### config.mk
export PLATFORM = sky130hd
export DESIGN_NAME = teng_core
export DESIGN_NICKNAME = d
export VERILOG_FILES = /design/src/core/teng_pkg.sv /design/src/core/teng_core.sv
export VERILOG_INCLUDE_DIRS = /design/src /design/src/core
export SDC_FILE = /design/constraint.sdc
export NUM_CORES = 1
export LEC_CHECK = 0
export BUFFER_PORTS_ARGS = -buffer_cell sky130_fd_sc_hd__buf_2
export CAP_MARGIN = 40
export CELL_PAD_IN_SITES_DETAIL_PLACEMENT = 1
export CELL_PAD_IN_SITES_GLOBAL_PLACEMENT = 2
export CORE_UTILIZATION = 30
export DETAILED_ROUTE_END_ITERATION = 8
export PLACE_DENSITY = 0.75
export SLEW_MARGIN = 20
export SYNTH_ARGS = -nofsm -noshare
export SYNTH_HDL_FRONTEND = slang
export SYNTH_SLANG_ARGS = --single-unit
export TNS_END_PERCENT = 20
### constraint.sdc
create_clock -name aclk -period 3.3 [get_ports aclk]
set_input_delay 0.33 -clock aclk [delete_from_list [all_inputs] [get_ports aclk]]
set_output_delay 0.33 -clock aclk [all_outputs]
set_load 0.02 [all_outputs]
### src/core/teng_consts.svh
// Offsets, field positions and reset values of the transfer engine.
// Assumes inclusion by bare name from the engine core.
`ifndef TENG_CONSTS_SVH
`define TENG_CONSTS_SVH
`define TENG_OFF_CTRL 8'h00
`define TENG_OFF_MODE_A 8'h04
`define TENG_OFF_MODE_B 8'h08
`define TENG_OFF_SRC 8'h0c
`define TENG_OFF_DST 8'h10
`define TENG_OFF_COUNT 8'h14
`define TENG_OFF_STOP 8'h18
`define TENG_OFF_IRQ_ST 8'h1c
`define TENG_OFF_IRQ_MASK 8'h20
`define TENG_OFF_VECTOR 8'h24
`define TENG_CTRL_SKIP 4
`define TENG_CTRL_RCHAIN 3
`define TENG_CTRL_FAULT 0
`define TENG_STOP_BIT 4
`define TENG_MB_CHAIN 7
`define TENG_MB_PER_TRANSFER_IRQ_SELECT 5
`define TENG_ST_DONE 0
`define TENG_ST_ERR 1
`define TENG_ST_CHAIN 2
`define TENG_MODE_REPEAT 2'h1
`define TENG_STEP_INC 2'h2
`define TENG_SIZE_BAD 2'h3
`define TENG_STOP_RESET 8'h00
`define TENG_RESP_OKAY 2'h0
`define TENG_RESP_SLVERR 2'h2
`endif

### src/core/teng_pkg.sv
// Types shared by the transfer engine core.
// Assumes the constants header sits beside it.
package teng_pkg;
    typedef enum logic [2:0] {
        ST_IDLE = 3'b000,
        ST_LOAD = 3'b001,
        ST_MOVE = 3'b010,
        ST_WAIT = 3'b011,
        ST_POST = 3'b100
    } teng_state_t;
endpackage

### src/core/teng_core.sv
// Transfer engine control: activation, info load or skip, pointer
// stepping, counting, chaining, fault flag and AXI4-Lite registers.
// Assumes a memory mover that acknowledges each requested transfer.
`timescale 1ns/1ps
`default_nettype none
`include "teng_consts.svh"

// Operation
// - With skip on, a repeat of the previous vector reuses info.
// - Repeat-chain off blocks a chain after a repeat-mode transfer.
// - The fault flag reads 0 while no error interrupt is pending.
// - Source step field 10 increments the source pointer.
// - Pointer step is 1, 2 or 4 for unit size 00, 01 or 10.
// - The engine runs only while its clock-stop bit is 0.
// - Destination step 0x holds, 10 increments by unit size.
// - The counter holds transfers left before the task completes.
// - Without per-transfer select, interrupt only at count end.
// - Chain enable 0 starts no chained transfer.
module teng_core (
    input wire logic aclk,
    input wire logic aresetn,
    input wire logic [7:0] awaddr,
    input wire logic awvalid,
    output logic awready,
    input wire logic [31:0] wdata,
    input wire logic [3:0] wstrb,
    input wire logic wvalid,
    output logic wready,
    output logic [1:0] bresp,
    output logic bvalid,
    input wire logic bready,
    input wire logic [7:0] araddr,
    input wire logic arvalid,
    output logic arready,
    output logic [31:0] rdata,
    output logic [1:0] rresp,
    output logic rvalid,
    input wire logic rready,
    input wire logic act_req,
    input wire logic [7:0] act_vector,
    output logic act_ready,
    output logic xfer_req,
    output logic [31:0] xfer_src,
    output logic [31:0] xfer_dst,
    output logic [1:0] xfer_size,
    input wire logic xfer_ack,
    output logic chain_start,
    output logic irq
);
    // ****************************************************
    // Registers and engine state
    // ****************************************************
    logic [7:0] ctrl_q, mode_a_q, mode_b_q, stop_q, vec_q;
    logic [31:0] src_q, dst_q;
    logic [15:0] cnt_q;
    logic [2:0] irq_st_q, irq_mask_q, st_set;
    logic have_vec_q;
    logic [7:0] wa_q, wmode_b_q;
    logic [1:0] wsize_q, wsrc_step_q, wdst_step_q, wmd_q;
    logic [31:0] wsrc_q, wdst_q;
    logic [15:0] wcnt_q, wreload_q;
    teng_pkg::teng_state_t state_q;
    logic aw_have_q, w_have_q, do_write, rd_st;
    logic [7:0] awa_q;
    logic [31:0] wd_q;
    logic [31:0] step;
    logic running, bad_mode, last;

    // Clock gate stand-in: stop bit high freezes the engine
    assign running = ~stop_q[`TENG_STOP_BIT];
    assign act_ready = running && state_q == teng_pkg::ST_IDLE;

    // Unit size selects the pointer step
    always_comb begin
        case (wsize_q)
            2'h0: step = 32'h0000_0001;
            2'h1: step = 32'h0000_0002;
            2'h2: step = 32'h0000_0004;
            default: step = 32'h0000_0000;
        endcase
    end
    // Size 11 and step 11 have no meaning; they raise the fault
    assign bad_mode = wsize_q == `TENG_SIZE_BAD ||
        wsrc_step_q == 2'h3 || wdst_step_q == 2'h3 ||
        wmd_q == 2'h3 || wcnt_q == 16'h0000;
    assign last = wcnt_q == 16'h0001;

    // ****************************************************
    // Engine sequencer
    // ****************************************************
    always_ff @(posedge aclk) begin
        if (!aresetn) begin
            state_q <= teng_pkg::ST_IDLE;
        end else if (running) begin
            case (state_q)
                teng_pkg::ST_IDLE: begin
                    if (act_req) begin
                        if (ctrl_q[`TENG_CTRL_SKIP] && have_vec_q &&
                            act_vector == vec_q) begin
                            state_q <= teng_pkg::ST_MOVE;
                        end else begin
                            state_q <= teng_pkg::ST_LOAD;
                        end
                    end
                end
                teng_pkg::ST_LOAD: state_q <= teng_pkg::ST_MOVE;
                teng_pkg::ST_MOVE: begin
                    state_q <= bad_mode ? teng_pkg::ST_IDLE :
                        teng_pkg::ST_WAIT;
                end
                teng_pkg::ST_WAIT: begin
                    if (xfer_ack) begin
                        state_q <= teng_pkg::ST_POST;
                    end
                end
                teng_pkg::ST_POST: state_q <= teng_pkg::ST_IDLE;
                default: state_q <= teng_pkg::ST_IDLE;
            endcase
        end
    end

    // Last vector kept so the next activation can be compared
    always_ff @(posedge aclk) begin
        if (!aresetn) begin
            vec_q <= 8'h00;
            have_vec_q <= 1'b0;
        end else if (running && state_q == teng_pkg::ST_IDLE &&
            act_req) begin
            vec_q <= act_vector;
            have_vec_q <= 1'b1;
        end
    end

    // Working copy of transfer info; reused untouched on a skip
    always_ff @(posedge aclk) begin
        if (!aresetn) begin
            wmode_b_q <= 8'h00;
            wmd_q <= 2'h0;
            wsize_q <= 2'h0;
            wsrc_step_q <= 2'h0;
            wdst_step_q <= 2'h0;
            wsrc_q <= 32'h0000_0000;
            wdst_q <= 32'h0000_0000;
            wcnt_q <= 16'h0000;
            wreload_q <= 16'h0000;
        end else if (running && state_q == teng_pkg::ST_LOAD) begin
            wmd_q <= mode_a_q[7:6];
            wsize_q <= mode_a_q[5:4];
            wsrc_step_q <= mode_a_q[3:2];
            wdst_step_q <= mode_b_q[3:2];
            wmode_b_q <= mode_b_q;
            wsrc_q <= src_q;
            wdst_q <= dst_q;
            wcnt_q <= cnt_q;
            wreload_q <= cnt_q;
        end else if (running && state_q == teng_pkg::ST_WAIT &&
            xfer_ack) begin
            if (wsrc_step_q == `TENG_STEP_INC) begin
                wsrc_q <= wsrc_q + step;
            end
            if (wdst_step_q == `TENG_STEP_INC) begin
                wdst_q <= wdst_q + step;
            end
            // Repeat mode reloads instead of finishing
            if (last && wmd_q == `TENG_MODE_REPEAT) begin
                wcnt_q <= wreload_q;
            end else begin
                wcnt_q <= wcnt_q - 16'h0001;
            end
        end
    end

    // Mover request held until acknowledged
    always_ff @(posedge aclk) begin
        if (!aresetn) begin
            xfer_req <= 1'b0;
            xfer_src <= 32'h0000_0000;
            xfer_dst <= 32'h0000_0000;
            xfer_size <= 2'h0;
        end else if (running && state_q == teng_pkg::ST_MOVE &&
            !bad_mode) begin
            xfer_req <= 1'b1;
            xfer_src <= wsrc_q;
            xfer_dst <= wdst_q;
            xfer_size <= wsize_q;
        end else if (xfer_ack) begin
            xfer_req <= 1'b0;
        end
    end

    // Engine events: fault at a refused move, done and chain after a transfer
    always_comb begin
        st_set = 3'h0;
        chain_start = 1'b0;
        if (running && state_q == teng_pkg::ST_MOVE && bad_mode) begin
            st_set[`TENG_ST_ERR] = 1'b1;
        end
        if (running && state_q == teng_pkg::ST_POST) begin
            // Count is already stepped; zero means the task ended
            if (wmode_b_q[`TENG_MB_PER_TRANSFER_IRQ_SELECT] || wcnt_q == 16'h0000 ||
                (wmd_q == `TENG_MODE_REPEAT && wcnt_q == wreload_q)) begin
                st_set[`TENG_ST_DONE] = 1'b1;
            end
            if (wmode_b_q[`TENG_MB_CHAIN] && (wmd_q != `TENG_MODE_REPEAT ||
                ctrl_q[`TENG_CTRL_RCHAIN])) begin
                chain_start = 1'b1;
                st_set[`TENG_ST_CHAIN] = 1'b1;
            end
        end
    end

    // ****************************************************
    // AXI4-Lite slave
    // ****************************************************
    assign awready = !aw_have_q && !bvalid;
    assign wready = !w_have_q && !bvalid;
    assign do_write = aw_have_q && w_have_q;
    assign arready = !rvalid;

    // Address and data taken in either order, then answered
    always_ff @(posedge aclk) begin
        if (!aresetn) begin
            aw_have_q <= 1'b0;
            w_have_q <= 1'b0;
            awa_q <= 8'h00;
            wd_q <= 32'h0000_0000;
            wa_q <= 8'h00;
            bvalid <= 1'b0;
            bresp <= `TENG_RESP_OKAY;
        end else begin
            if (awvalid && awready) begin
                aw_have_q <= 1'b1;
                awa_q <= awaddr;
            end
            if (wvalid && wready) begin
                w_have_q <= 1'b1;
                wd_q <= wdata;
                wa_q <= {4'h0, wstrb};
            end
            if (do_write) begin
                aw_have_q <= 1'b0;
                w_have_q <= 1'b0;
                bvalid <= 1'b1;
                bresp <= (awa_q > `TENG_OFF_VECTOR || awa_q[1:0] != 2'h0) ?
                    `TENG_RESP_SLVERR : `TENG_RESP_OKAY;
            end else if (bready) begin
                bvalid <= 1'b0;
            end
        end
    end

    // Software-visible info; the engine writes back after each completed transfer, not after a refused move
    always_ff @(posedge aclk) begin
        if (!aresetn) begin
            ctrl_q <= 8'h00;
            mode_a_q <= 8'h00;
            mode_b_q <= 8'h00;
            stop_q <= `TENG_STOP_RESET;
            irq_mask_q <= 3'h0;
            src_q <= 32'h0000_0000;
            dst_q <= 32'h0000_0000;
            cnt_q <= 16'h0000;
        end else begin
            if (do_write && wa_q[0]) begin
                case (awa_q)
                    `TENG_OFF_CTRL: ctrl_q <= wd_q[7:0] & 8'h18;
                    `TENG_OFF_MODE_A: mode_a_q <= wd_q[7:0] & 8'hfc;
                    `TENG_OFF_MODE_B: mode_b_q <= wd_q[7:0] & 8'hfc;
                    `TENG_OFF_STOP: stop_q <= wd_q[7:0] & 8'h10;
                    `TENG_OFF_IRQ_MASK: irq_mask_q <= wd_q[2:0];
                    default: ;
                endcase
            end
            if (do_write && awa_q == `TENG_OFF_SRC) begin
                src_q <= wd_q;
            end
            if (do_write && awa_q == `TENG_OFF_DST) begin
                dst_q <= wd_q;
            end
            if (do_write && awa_q == `TENG_OFF_COUNT) begin
                cnt_q <= wd_q[15:0];
            end
            // Engine write-back wins over a same-cycle software write
            if (running && state_q == teng_pkg::ST_POST) begin
                src_q <= wsrc_q;
                dst_q <= wdst_q;
                cnt_q <= wcnt_q;
            end
        end
    end

    // Read path; a status read clears what it returned
    assign rd_st = arvalid && arready && araddr == `TENG_OFF_IRQ_ST;
    always_ff @(posedge aclk) begin
        if (!aresetn) begin
            rvalid <= 1'b0;
            rdata <= 32'h0000_0000;
            rresp <= `TENG_RESP_OKAY;
        end else if (arvalid && arready) begin
            rvalid <= 1'b1;
            rresp <= `TENG_RESP_OKAY;
            case (araddr)
                `TENG_OFF_CTRL: rdata <= {24'h0, ctrl_q[7:1],
                    irq_st_q[`TENG_ST_ERR]};
                `TENG_OFF_MODE_A: rdata <= {24'h0, mode_a_q};
                `TENG_OFF_MODE_B: rdata <= {24'h0, mode_b_q};
                `TENG_OFF_SRC: rdata <= src_q;
                `TENG_OFF_DST: rdata <= dst_q;
                `TENG_OFF_COUNT: rdata <= {16'h0, cnt_q};
                `TENG_OFF_STOP: rdata <= {24'h0, stop_q};
                `TENG_OFF_IRQ_ST: rdata <= {29'h0, irq_st_q};
                `TENG_OFF_IRQ_MASK: rdata <= {29'h0, irq_mask_q};
                `TENG_OFF_VECTOR: rdata <= {24'h0, vec_q};
                default: begin
                    rdata <= 32'h0000_0000;
                    rresp <= `TENG_RESP_SLVERR;
                end
            endcase
        end else if (rready) begin
            rvalid <= 1'b0;
        end
    end

    // ****************************************************
    // Interrupt status
    // ****************************************************
    // Set wins over the read clear so no event is dropped
    always_ff @(posedge aclk) begin
        if (!aresetn) begin
            irq_st_q <= 3'h0;
        end else begin
            irq_st_q <= (rd_st ? 3'h0 : irq_st_q) | st_set;
        end
    end
    assign irq = |(irq_st_q & irq_mask_q);

    // ****************************************************
    // Checks
    // ****************************************************
    AST_SKIP: assert property (@(posedge aclk) disable iff (!aresetn)
        act_ready && act_req && ctrl_q[`TENG_CTRL_SKIP] && have_vec_q &&
        act_vector == vec_q |=> state_q == teng_pkg::ST_MOVE)
        else $error("skip did not bypass the info load");
    AST_NOSKIP: assert property (@(posedge aclk) disable iff (!aresetn)
        act_ready && act_req && !ctrl_q[`TENG_CTRL_SKIP]
        |=> state_q == teng_pkg::ST_LOAD)
        else $error("info load missed with skip off");
    AST_RCHAIN: assert property (@(posedge aclk) disable iff (!aresetn)
        chain_start && wmd_q == `TENG_MODE_REPEAT |-> ctrl_q[`TENG_CTRL_RCHAIN])
        else $error("chain after repeat transfer while disabled");
    AST_FAULT: assert property (@(posedge aclk) disable iff (!aresetn)
        rvalid && $past(araddr) == `TENG_OFF_CTRL && $past(arvalid && arready)
        |-> rdata[0] == $past(irq_st_q[`TENG_ST_ERR]))
        else $error("fault flag disagrees with error status");
    AST_SRC_STEP: assert property (@(posedge aclk) disable iff (!aresetn)
        running && state_q == teng_pkg::ST_WAIT && xfer_ack &&
        wsrc_step_q == `TENG_STEP_INC && wsize_q == 2'h2
        |=> wsrc_q == $past(wsrc_q) + 32'h0000_0004)
        else $error("source pointer step wrong");
    AST_STOPPED: assert property (@(posedge aclk) disable iff (!aresetn)
        !running |=> $stable(state_q))
        else $error("engine moved while stopped");
    AST_VEC: assert property (@(posedge aclk) disable iff (!aresetn)
        act_ready && act_req |=> vec_q == $past(act_vector))
        else $error("activation vector not kept");
    AST_DST_HOLD: assert property (@(posedge aclk) disable iff (!aresetn)
        state_q == teng_pkg::ST_WAIT && xfer_ack && !wdst_step_q[1]
        |=> $stable(wdst_q))
        else $error("fixed destination pointer moved");
    AST_DONE: assert property (@(posedge aclk) disable iff (!aresetn)
        st_set[`TENG_ST_DONE] && !wmode_b_q[`TENG_MB_PER_TRANSFER_IRQ_SELECT] &&
        wmd_q != `TENG_MODE_REPEAT |-> wcnt_q == 16'h0000)
        else $error("early completion interrupt");
    AST_CHAIN: assert property (@(posedge aclk) disable iff (!aresetn)
        chain_start |-> wmode_b_q[`TENG_MB_CHAIN])
        else $error("chain without chain enable");
endmodule
`default_nettype wire

==> results of run 1 <==
worst max-delay path by stage:
stage / startpoint / to / slack, ps / depth (start not counted)
after floorplan: wcnt_q[4] / xfer_src[23] / 820 / 11
after global placement: wsize_q[1] / wdst_q[18] / 530 / 8
after detailed placement: wsize_q[1] / wsrc_q[22] / 510 / 8
after CTS: wsize_q[1] / wsrc_q[22] / 470 / 8
after global routing: wsize_q[1] / wsrc_q[22] / 220 / 8
final: wsize_q[1] / wsrc_q[22] / 440 / 8
state kept, by name, summed over array words and instances, names as in the netlist, 3 cells and up:
name / cells
vec_q: 8
state_q: 3
wmode_b_q: 3
wd_q: 32
wreload_q: 16
src_q: 32
wsrc_q: 32
irq_mask_q: 3
awa_q: 8
cnt_q: 16
xfer_src: 32
mode_a_q: 6
wdst_q: 32
dst_q: 32
rdata: 32
irq_st_q: 3
xfer_dst: 32
mode_b_q: 6
wcnt_q: 16
metrics by stage:
step / hold WS, ps / utilization, %
2_1_floorplan: 428.7 / -
3_3_place_gp: 439.0 / 33.69
3_5_place_dp: 449.7 / 33.75
4_1_cts: 0.3135 / 36.70
5_1_grt: 11.59 / 36.73
6_report: 16.31 / 36.73
layer usage:
metal / GRT usage [%] / part of all wire, % / up-vias
met5: 0 / 0.015 / -
met4: 6.505 / 2.4 / 2
met3: 2.801 / 4.9 / 88
met2: 36.41 / 46 / 425
met1: 31.83 / 47 / 8018
li1: - / - / 7602
worst max-delay path: stages, from the launching register on:
cell and delay, ps:
sky130_fd_sc_hd__dfxtp_1 470, sky130_fd_sc_hd__nand2b_1 280, sky130_fd_sc_hd__xnor2_1 160, sky130_fd_sc_hd__ha_1 270, sky130_fd_sc_hd__o21a_1 140, sky130_fd_sc_hd__a21boi_0 250
sky130_fd_sc_hd__nand3_1 420, sky130_fd_sc_hd__or4_1 600, sky130_fd_sc_hd__a31oi_1 190
report_power, final:
group	internal (mW)	total [mW]	switching, mW
Combinational	0.415	1.13	0.718
Sequential	4.54	4.77	0.231
Clock	2.77	4.70	1.93
final cells by class:
cell class,count,area [µm²]
clock buffer,64,1297
inverter,24,97.59
tap,748,935.9
clock inverter,8,65.06
fill,6540,35200
sequential,365,7307
multi-input combinational,1469,8972
timing repair buffer,272,1760
kinds of logic (layout without fill, tap and decap cells):
group | after synthesis | in the layout | share of synthesized area, %
AOI/OAI and AO/OA | 526 | 526 | 19.36
xor gates and xnor gates | 45 | 45 | 2.314
adders and majority gates | 7 | 7 | 0.5143
buffers and inverters | 193 | 368 | 4.629
DFF | 365 | 365 | 42.91
muxes | 169 | 169 | 10.02
other | 1 | 2 | 0.02202
and+or+nand+nor | 720 | 720 | 20.23
layout by cell type (no fill, tap or decap), types with 9 or more instances in the layout:
cell	instances
sky130_fd_sc_hd__nor2_1	179
sky130_fd_sc_hd__clkbuf_8	10
sky130_fd_sc_hd__or4_1	15
sky130_fd_sc_hd__dfxtp_1	365
sky130_fd_sc_hd__o311ai_0	10
sky130_fd_sc_hd__xnor2_1	42
sky130_fd_sc_hd__nand4_1	24
sky130_fd_sc_hd__nand2b_1	9
sky130_fd_sc_hd__a211oi_1	54
sky130_fd_sc_hd__a22oi_1	26
sky130_fd_sc_hd__nor4_1	16
sky130_fd_sc_hd__or3_1	20
sky130_fd_sc_hd__and2_1	29
sky130_fd_sc_hd__nor3_1	18
sky130_fd_sc_hd__buf_4	62
sky130_fd_sc_hd__o21ai_0	126
sky130_fd_sc_hd__mux2i_1	166
sky130_fd_sc_hd__a21oi_1	159
sky130_fd_sc_hd__a222oi_1	10
sky130_fd_sc_hd__buf_2	174
sky130_fd_sc_hd__inv_1	23
sky130_fd_sc_hd__clkbuf_16	45
sky130_fd_sc_hd__a31oi_1	48
sky130_fd_sc_hd__clkbuf_1	9
sky130_fd_sc_hd__o211ai_1	12
sky130_fd_sc_hd__nand3_1	67
sky130_fd_sc_hd__and3_1	22
sky130_fd_sc_hd__nand2_1	259
sky130_fd_sc_hd__dlygate4sd3_1	28
timing repair:
item / CTS / global route
endpoints found under the hold margin: 28 / 0
setup buffers: 0 / 0
hold buffers: 28 / 0
==> impl_metrics.toml, run 1 <==
[outcome]
result_of_the_run = "finished, final reports clean"

[place]
buffer_ports.inserted = 174
placement.setup.worst_slack_ps = 510.1
gp_congestion = 0.8762
place_area_um2 = 18770
detailed_place_hpwl_um = 47150
post-place-cells = 2849

[final_layout]
design_area_um2 = 20440
antenna-diode-count = 0
final_layout_size_suffix_gt1_share_pct = 15.21
num-nets-final = 2251
layout.cells.non_filler = 2950
area_growth_syn_to_layout_pct = 20.00

[timing]
finalWorstSetupSlack_ps = 439.2
post-route-period-util_pct = 86.69
timing.final.max_slew_violations = 0
achievable-frequency_mhz = 349.5
grt_setup_unrepaired = "no"
finalClockSkew_ps = 14.22
totalNegativeSetupSlack_ps = 0
hold_violations = 0
tightestPinTransition_ps = 846.3
period_needed_ps = 2861
relSlewSlack_pct = 43.58
setup_viol = 0

[logic_synthesis]
synth_cells = 2026
synth_top_cell_by_area = "sky130_fd_sc_hd__dfxtp_1"
synth_seq_area_share_pct = 42.91
synth.cells.most_frequent = "sky130_fd_sc_hd__dfxtp_1 (365), sky130_fd_sc_hd__nand2_1 (260), sky130_fd_sc_hd__nor2_1 (179)"
synth-warning-count = 0
yosys_top_cell_area_share_pct = 42.91
postSynthAreaPerCell_um2 = 8.406
number_of_library_cell_types_mapped_by_synthesis = 78
post-synth-top-count-cell = "sky130_fd_sc_hd__dfxtp_1"
synth-edff-count = 0
postSynth.topFlopCell = "sky130_fd_sc_hd__dfxtp_1"
synth-seq-cells = 365
synthTopCellsByArea = "sky130_fd_sc_hd__dfxtp_1 (43%), sky130_fd_sc_hd__mux2i_1 (9.8%), sky130_fd_sc_hd__nand2_1 (5.7%)"
post_synthesis_cell_area_um2 = 17030
async_flop_share_pct = 0

[clock_network]
clock-root-buffer = "sky130_fd_sc_hd__clkbuf_16"
cts-buffers-inserted = 43
clock_tree.htree_level_count = 2
tritoncts = "done"
clkSlewWorstSetupHoldPaths_ps = 60
cts.sink_count = 365
cts_buffer_depth = 3
ctsResizeCount = 0
insertion_delay_ps = 570

[power]
peakVddDrop_mv = 0.2915
power_mw = 10.60
power_density_nw_per_um2 = 518.8
leakage_nw = 7.679

[grt]
antenna_found_initial = 2
grt_remaining_overflow = 0
global_route.usage.total_pct = 22.73
grt_max_degree = 78
grt_pass1_vias = 16138
grt_pass1_wl_um = 100600

[setup_path]
reg2reg_slack_ps = 440
worstSetupEndpointType = "flop"
r2r-start = "wsize_q[1]"
worst-endpoint-required_ps = 3790
critPathKind = "flop to flop"
worstReg2RegEnd = "wsrc_q[22]"
timing.reg2reg.worst_path_depth = 8
worstPathMaxFanout = 10
timing.critical_path.arrival_ps = 3350
critPathLaunchType = "flop"

[worst_hold_path]
min-delay-path-class = "input pin to flop"
hold-path-cell-count = 3
hp-start = "wdata[28]"
min_to = "wd_q[28]"

[routing]
drt_first_iter_violations = 1216
drc_violation_count_after_routing = 0
postRouteAntennaNets = 0
detailedRoute.firstPassIterationCount = 7
vias_per_cell = 5.469
via_count = 16135
routedWlPerCell_um = 22.43
wl_um = 66160

[floorplan]
row_count = 86
die-area_um2 = 57720
fp.dieW_um = 240.3
die_height_um = 240.3
i_o_pin_total = 180
design.core.area_um2 = 55630
initial_core_utilization_pct = 30.61

[job]
timing.max_cap.violations = 0
Note: power is estimated with default switching activity, not from simulation.
==> run 2, diff against run 1 <==
--- a/config.mk
+++ b/config.mk
@@ -10,9 +10,9 @@
 export CAP_MARGIN = 40
 export CELL_PAD_IN_SITES_DETAIL_PLACEMENT = 1
 export CELL_PAD_IN_SITES_GLOBAL_PLACEMENT = 2
-export CORE_UTILIZATION = 30
+export CORE_UTILIZATION = 36
 export DETAILED_ROUTE_END_ITERATION = 8
-export PLACE_DENSITY = 0.75
+export PLACE_DENSITY = 0.86
 export SLEW_MARGIN = 20
 export SYNTH_ARGS = -nofsm -noshare
 export SYNTH_HDL_FRONTEND = slang
==> run 2 against run 1 <==
  * Combinational power decreased by 4%
  * Design area decreased by 1.5%
  * Clock skew increased by 8.9 ps
  * Worst hold slack improved by 7.8 ps
  * The run now ends with DRC left
  * Global-route usage increased by 3.5 points
  * Non-clock buffer count decreased by 25
  * Largest power group is now the clock network
  * Clock power increased by 4.9%
  * Critical path depth unchanged
  * Register-to-register slack got worse by 140 ps
==> impl_metrics.toml, run 2 (synthesis gave the netlist of run 1 again) <==
[outcome]
result_of_the_run = "finished with violations"
violations = "DRC"

[place]
placement.setup.worst_slack_ps = 326.0
gp_congestion = 0.8731
place_area_um2 = 18540
detailed_place_hpwl_um = 44300
post-place-cells = 2699
buffer_ports.inserted = 174

[timing]
relSlewSlack_pct = 43.26
period_needed_ps = 3005
grt_setup_unrepaired = "no"
hold_violations = 0
finalWorstSetupSlack_ps = 294.8
timing.final.max_slew_violations = 0
setup_viol = 0
post-route-period-util_pct = 91.07
achievable-frequency_mhz = 332.8
totalNegativeSetupSlack_ps = 0
finalClockSkew_ps = 23.13
tightestPinTransition_ps = 849.4
hold_ws_ps = 24.08

[routing]
drt_first_iter_violations = 1348
via_count = 16182
routedWlPerCell_um = 22.94
postRouteAntennaNets = 0
drc_violation_count_after_routing = 19
detailedRoute.firstPassIterationCount = 8
wl_um = 63930
vias_per_cell = 5.806

[power]
leakage_nw = 7.600
peakVddDrop_mv = 0.3021
power_mw = 10.80
power_density_nw_per_um2 = 536.7

[setup_path]
r2r-start = "wsize_q[0]"
timing.critical_path.slowest_cell_delay_ps = 610
critPathLaunchType = "flop"
cp-startpoint = "wsize_q[0]"
timing.critical_path.arrival_ps = 3480
worstPathMaxFanout = 11
critical_path.cell_chain = "nand2b_1 > xnor2_1 > ha_1 > o21a_1 > a21boi_0 > nand3_1 > or4_1 > a31oi_1"
cp.buffers_inverters = 0
critPathKind = "flop to flop"
worstSetupEndpointType = "flop"
timing.critical_path.slowest_stage_cell = "sky130_fd_sc_hd__dfxtp_1"
worst-endpoint-required_ps = 3780
critical-path-top-delay-family = "simple AND/OR/NAND/NOR gates"

[floorplan]
die-area_um2 = 48180
row_count = 79
initial_core_utilization_pct = 36.50
fp.dieW_um = 219.5
die_height_um = 219.5
i_o_pin_total = 180
design.core.area_um2 = 46650

[grt]
grt_pass1_wl_um = 97570
grt_remaining_overflow = 0
grt_pass1_vias = 16064
grt_max_degree = 105
global_route.usage.total_pct = 26.21
antenna_found_initial = 0

[final_layout]
area_occupied_by_registers_um2 = 7307
final_layout_size_suffix_gt1_share_pct = 14.95
area_of_the_multi_input_gates_um2 = 8971
finish.utilization_pct = 43.12
nFillCells = 5554
most_common_library_cell_in_the_layout_ignoring_fill_and_taps = "sky130_fd_sc_hd__dfxtp_1"
layout.cells.non_filler = 2787
design_area_um2 = 20120
antenna-diode-count = 0
num-nets-final = 2226
layout.cells.most_common_list = "sky130_fd_sc_hd__dfxtp_1 (365), sky130_fd_sc_hd__nand2_1 (259), sky130_fd_sc_hd__nor2_1 (179)"
area_growth_syn_to_layout_pct = 18.14

[clock_network]
insertion_delay_ps = 570
clkSlewWorstSetupHoldPaths_ps = 60
clock-root-buffer = "sky130_fd_sc_hd__clkbuf_16"
cts-buffers-inserted = 43
cts_buffer_depth = 3
tritoncts = "done"
cts.sink_count = 365
clock_tree.htree_level_count = 2
post-cts-setup-buffers = 0

[job]
timing.max_cap.violations = 0

[worst_hold_path]
min-delay-path-class = "input pin to flop"
hp-start = "wdata[23]"
run 2: path summary, 6_finish.rpt:
kind                              endpoint  slack (ps)  cells after the start
worst max-delay path            wsrc_q[14]         290                      8
worst min-delay path              wd_q[23]          20                      3
worst max register to register  wsrc_q[14]         290                      8
worst min register to register    rdata[3]         450                      2
run 2: worst min-delay path: cells and delay by family:
family / cells / cell delay (ps)
AO/OA/AOI/OAI: 1 / 50
buffers and inverters: 1 / 100
AND/OR/NAND/NOR: 1 / 50
run 2: metal layers:
layer	vias up	wire length (µm)	part of all wire (%)	GRT usage, %
li1	7584	-	-	-
met1	8019	29980	47	36.90
met2	491	28920	45	41.74
met3	88	3693	5.8	3.492
met4	0	1332	2.1	7.222
met5	-	0	0	0
run 2: layout make-up:
cell class / count / share of cell area [%]
clock inverter: 11 / 0.9453
timing repair buffer: 247 / 7.649
tap: 607 / 3.775
inverter: 24 / 0.4851
clock buffer: 64 / 6.238
sequential: 365 / 36.32
multi-input combinational: 1469 / 44.59
run 2: where the power goes:
part           total, mW  leakage (nW)  switching (mW)  internal, mW
logic               1.08          3.94           0.690         0.388
registers           4.79          2.95           0.249          4.54
clock network       4.93         0.706            1.92          3.01
total               10.8          7.60            2.86          7.94
run 2: timing repair:
item,4_1_cts,5_1_grt
hold endpoints to repair,13,0
resized for setup,0,0
endpoints found under the setup margin,0,0
hold buffers,13,0
==> run 3, diff against run 2 <==
--- a/config.mk
+++ b/config.mk
@@ -13,6 +13,7 @@
 export CORE_UTILIZATION = 36
 export DETAILED_ROUTE_END_ITERATION = 8
 export PLACE_DENSITY = 0.86
+export REMOVE_ABC_BUFFERS = 1
 export SLEW_MARGIN = 20
 export SYNTH_ARGS = -nofsm -noshare
 export SYNTH_HDL_FRONTEND = slang
==> run 3 against run 2 <==
  * Worst setup slack worse by 30 ps
  * Register-to-register slack worse by 30 ps
  * Via count is 0.37% higher
  * First-iteration DRC count decreased by 15%
  * Sequential share of layout area down 0.29 points
  * Clock power grew 2%
  * The flow still finishes with violations (DRC)
  * Fmax is 1.0% lower
==> impl_metrics.toml, run 3 (synthesis gave the netlist of run 1 again) <==
[setup_path]
critPathLaunchType = "flop"
timing.critical_path.arrival_ps = 3510
timing.critical_path.slowest_cell_delay_ps = 620
worst-endpoint-required_ps = 3780
reg2reg_slack_ps = 260
worstSetupEndpointType = "flop"
crit_cells = 8
critPathKind = "flop to flop"
timing.reg2reg.worst_path_depth = 8
critical_path.cell_chain = "nand2b_1 > xnor2_1 > ha_1 > o21a_1 > a21boi_0 > nand3_2 > or4_1 > a31oi_1"
worstPathMaxFanout = 13
cp.buffers_inverters = 0
timing.critical_path.slowest_stage_cell = "sky130_fd_sc_hd__dfxtp_1"
critical-path-top-delay-family = "simple AND/OR/NAND/NOR gates"

[routing]
drc_violation_count_after_routing = 16
wl_um = 63180
met3RoutedLength_um = 3631
met1Wirelength_um = 28430
detailedRoute.firstPassIterationCount = 8
via_count = 16242
postRouteAntennaNets = 0
drt_first_iter_violations = 1151
routed.top_layer = "met5"
vias_per_cell = 5.799
wl_met2_um = 28700
routedWlPerCell_um = 22.56

[timing]
grt_setup_unrepaired = "no"
timing.final.max_slew_violations = 0
achievable-frequency_mhz = 329.4
setup_viol = 0
post-route-period-util_pct = 91.98
totalNegativeSetupSlack_ps = 0
hold_violations = 0
tightestPinTransition_ps = 846.0
period_needed_ps = 3035
relSlewSlack_pct = 43.00
finalClockSkew_ps = 25.55

[final_layout]
antenna-diode-count = 0
nFillCells = 5500
final_layout_size_suffix_gt1_share_pct = 15.09
area_occupied_by_registers_um2 = 7307
area_growth_syn_to_layout_pct = 19.10
most_common_library_cell_in_the_layout_ignoring_fill_and_taps = "sky130_fd_sc_hd__dfxtp_1"
layout.cells.most_common_list = "sky130_fd_sc_hd__dfxtp_1 (365), sky130_fd_sc_hd__nand2_1 (259), sky130_fd_sc_hd__nor2_1 (179)"
layout.cells.non_filler = 2801
num-nets-final = 2239
area_of_the_multi_input_gates_um2 = 8977

[worst_hold_path]
min-delay-path-class = "input pin to flop"
hold-path-cell-count = 3

[grt]
grt_max_degree = 89
grt_pass1_vias = 16300
grt_remaining_overflow = 0
global_route.usage.total_pct = 25.97
grt_pass1_wl_um = 96500
antenna_found_initial = 1

[floorplan]
design.core.area_um2 = 46650
row_count = 79
die_height_um = 219.5
initial_core_utilization_pct = 36.50
fp.dieW_um = 219.5
die-area_um2 = 48180
i_o_pin_total = 180

[clock_network]
insertion_delay_ps = 570
clock-root-buffer = "sky130_fd_sc_hd__clkbuf_16"
clock_tree.htree_level_count = 2
post-cts-setup-buffers = 0
cts_buffer_depth = 3
clkSlewWorstSetupHoldPaths_ps = 60
cts.sink_count = 365
cts-buffers-inserted = 42
tritoncts = "done"

[power]
power_mw = 10.90
leakage_nw = 7.658
peakVddDrop_mv = 0.3521
power_density_nw_per_um2 = 537.4

[place]
buffer_ports.inserted = 174
gp_congestion = 0.8861
post-place-cells = 2696
detailed_place_hpwl_um = 43360

[outcome]
result_of_the_run = "finished with violations"
violations = "DRC"

[job]
timing.max_cap.violations = 0
[run 3: changes by cell type in the layout (fill, tap and decap cells not counted)]
cell / delta
sky130_fd_sc_hd__buf_12: -2
sky130_fd_sc_hd__and2_1: -1
sky130_fd_sc_hd__buf_16: +1
sky130_fd_sc_hd__nand3_2: +1
sky130_fd_sc_hd__buf_2: -1
sky130_fd_sc_hd__clkinv_2: +5
sky130_fd_sc_hd__clkbuf_1: -5
sky130_fd_sc_hd__and2_2: +1
sky130_fd_sc_hd__clkbuf_8: -6
sky130_fd_sc_hd__nand3_1: -1
sky130_fd_sc_hd__bufinv_16: +2
sky130_fd_sc_hd__dlygate4sd3_1: +16
sky130_fd_sc_hd__clkinvlp_4: +3
sky130_fd_sc_hd__clkinv_4: +1
[run 3: final timing paths]
kind	startpoint	end
min reg2reg	rdata[10]	rdata[10]
max	wsize_q[1]	wsrc_q[14]
min	wdata[22]	wd_q[22]
max reg2reg	wsize_q[1]	wsrc_q[14]
[run 3: per-stage QoR]
stage                     util, %  instance area, µm²  hold WS, ps  worst slack, ps
after floorplan                 -               16340        428.7            -3203
after global placement      39.58               18470        439.9            398.0
after detailed placement    39.65               18500        445.7            248.7
after CTS                   43.41               20250       0.1197            214.3
after global routing        43.48               20280        20.87            63.03
final                       43.48               20280        18.28            264.5
[run 3: area by class of cell]
| cell class | instances | area share, % |
|---|---|---|
| multi-input cells | 1469 | 44.26 |
| flip-flops and latches | 365 | 36.02 |
| repair buffers | 261 | 8.291 |
| clock buffers | 53 | 5.688 |
| well taps | 607 | 3.744 |
| clock inverters | 22 | 1.511 |
| inverters | 24 | 0.4812 |
[run 3: metal layers]
metal | global-route usage, % | vias up
li1 | - | 7596
met1 | 34.83 | 8026
met2 | 41.38 | 478
met3 | 3.879 | 140
met4 | 11.06 | 2
met5 | 0 | -
[run 3: power by group]
group	internal (mW)	leakage, nW	switching (mW)	total (mW)
clock network	3.03	0.709	1.99	5.02
logic	0.400	3.99	0.702	1.10
registers	4.54	2.95	0.236	4.78
[run 3: worst reg2reg max path, cell delays in order (launching register included)]
cell and delay (ps):
sky130_fd_sc_hd__dfxtp_1 620, sky130_fd_sc_hd__nand2b_1 280, sky130_fd_sc_hd__xnor2_1 170, sky130_fd_sc_hd__ha_1 300, sky130_fd_sc_hd__o21a_1 160, sky130_fd_sc_hd__a21boi_0 330, sky130_fd_sc_hd__nand3_2 340, sky130_fd_sc_hd__or4_1 560
sky130_fd_sc_hd__a31oi_1 160
[run 3: timing repair]
| item | CTS | global route |
|---|---|---|
| hold endpoints to repair | 29 | 0 |
| hold buffers | 29 | 0 |
| setup endpoints to repair | 0 | 2 |
| resized for setup | 0 | 1 |
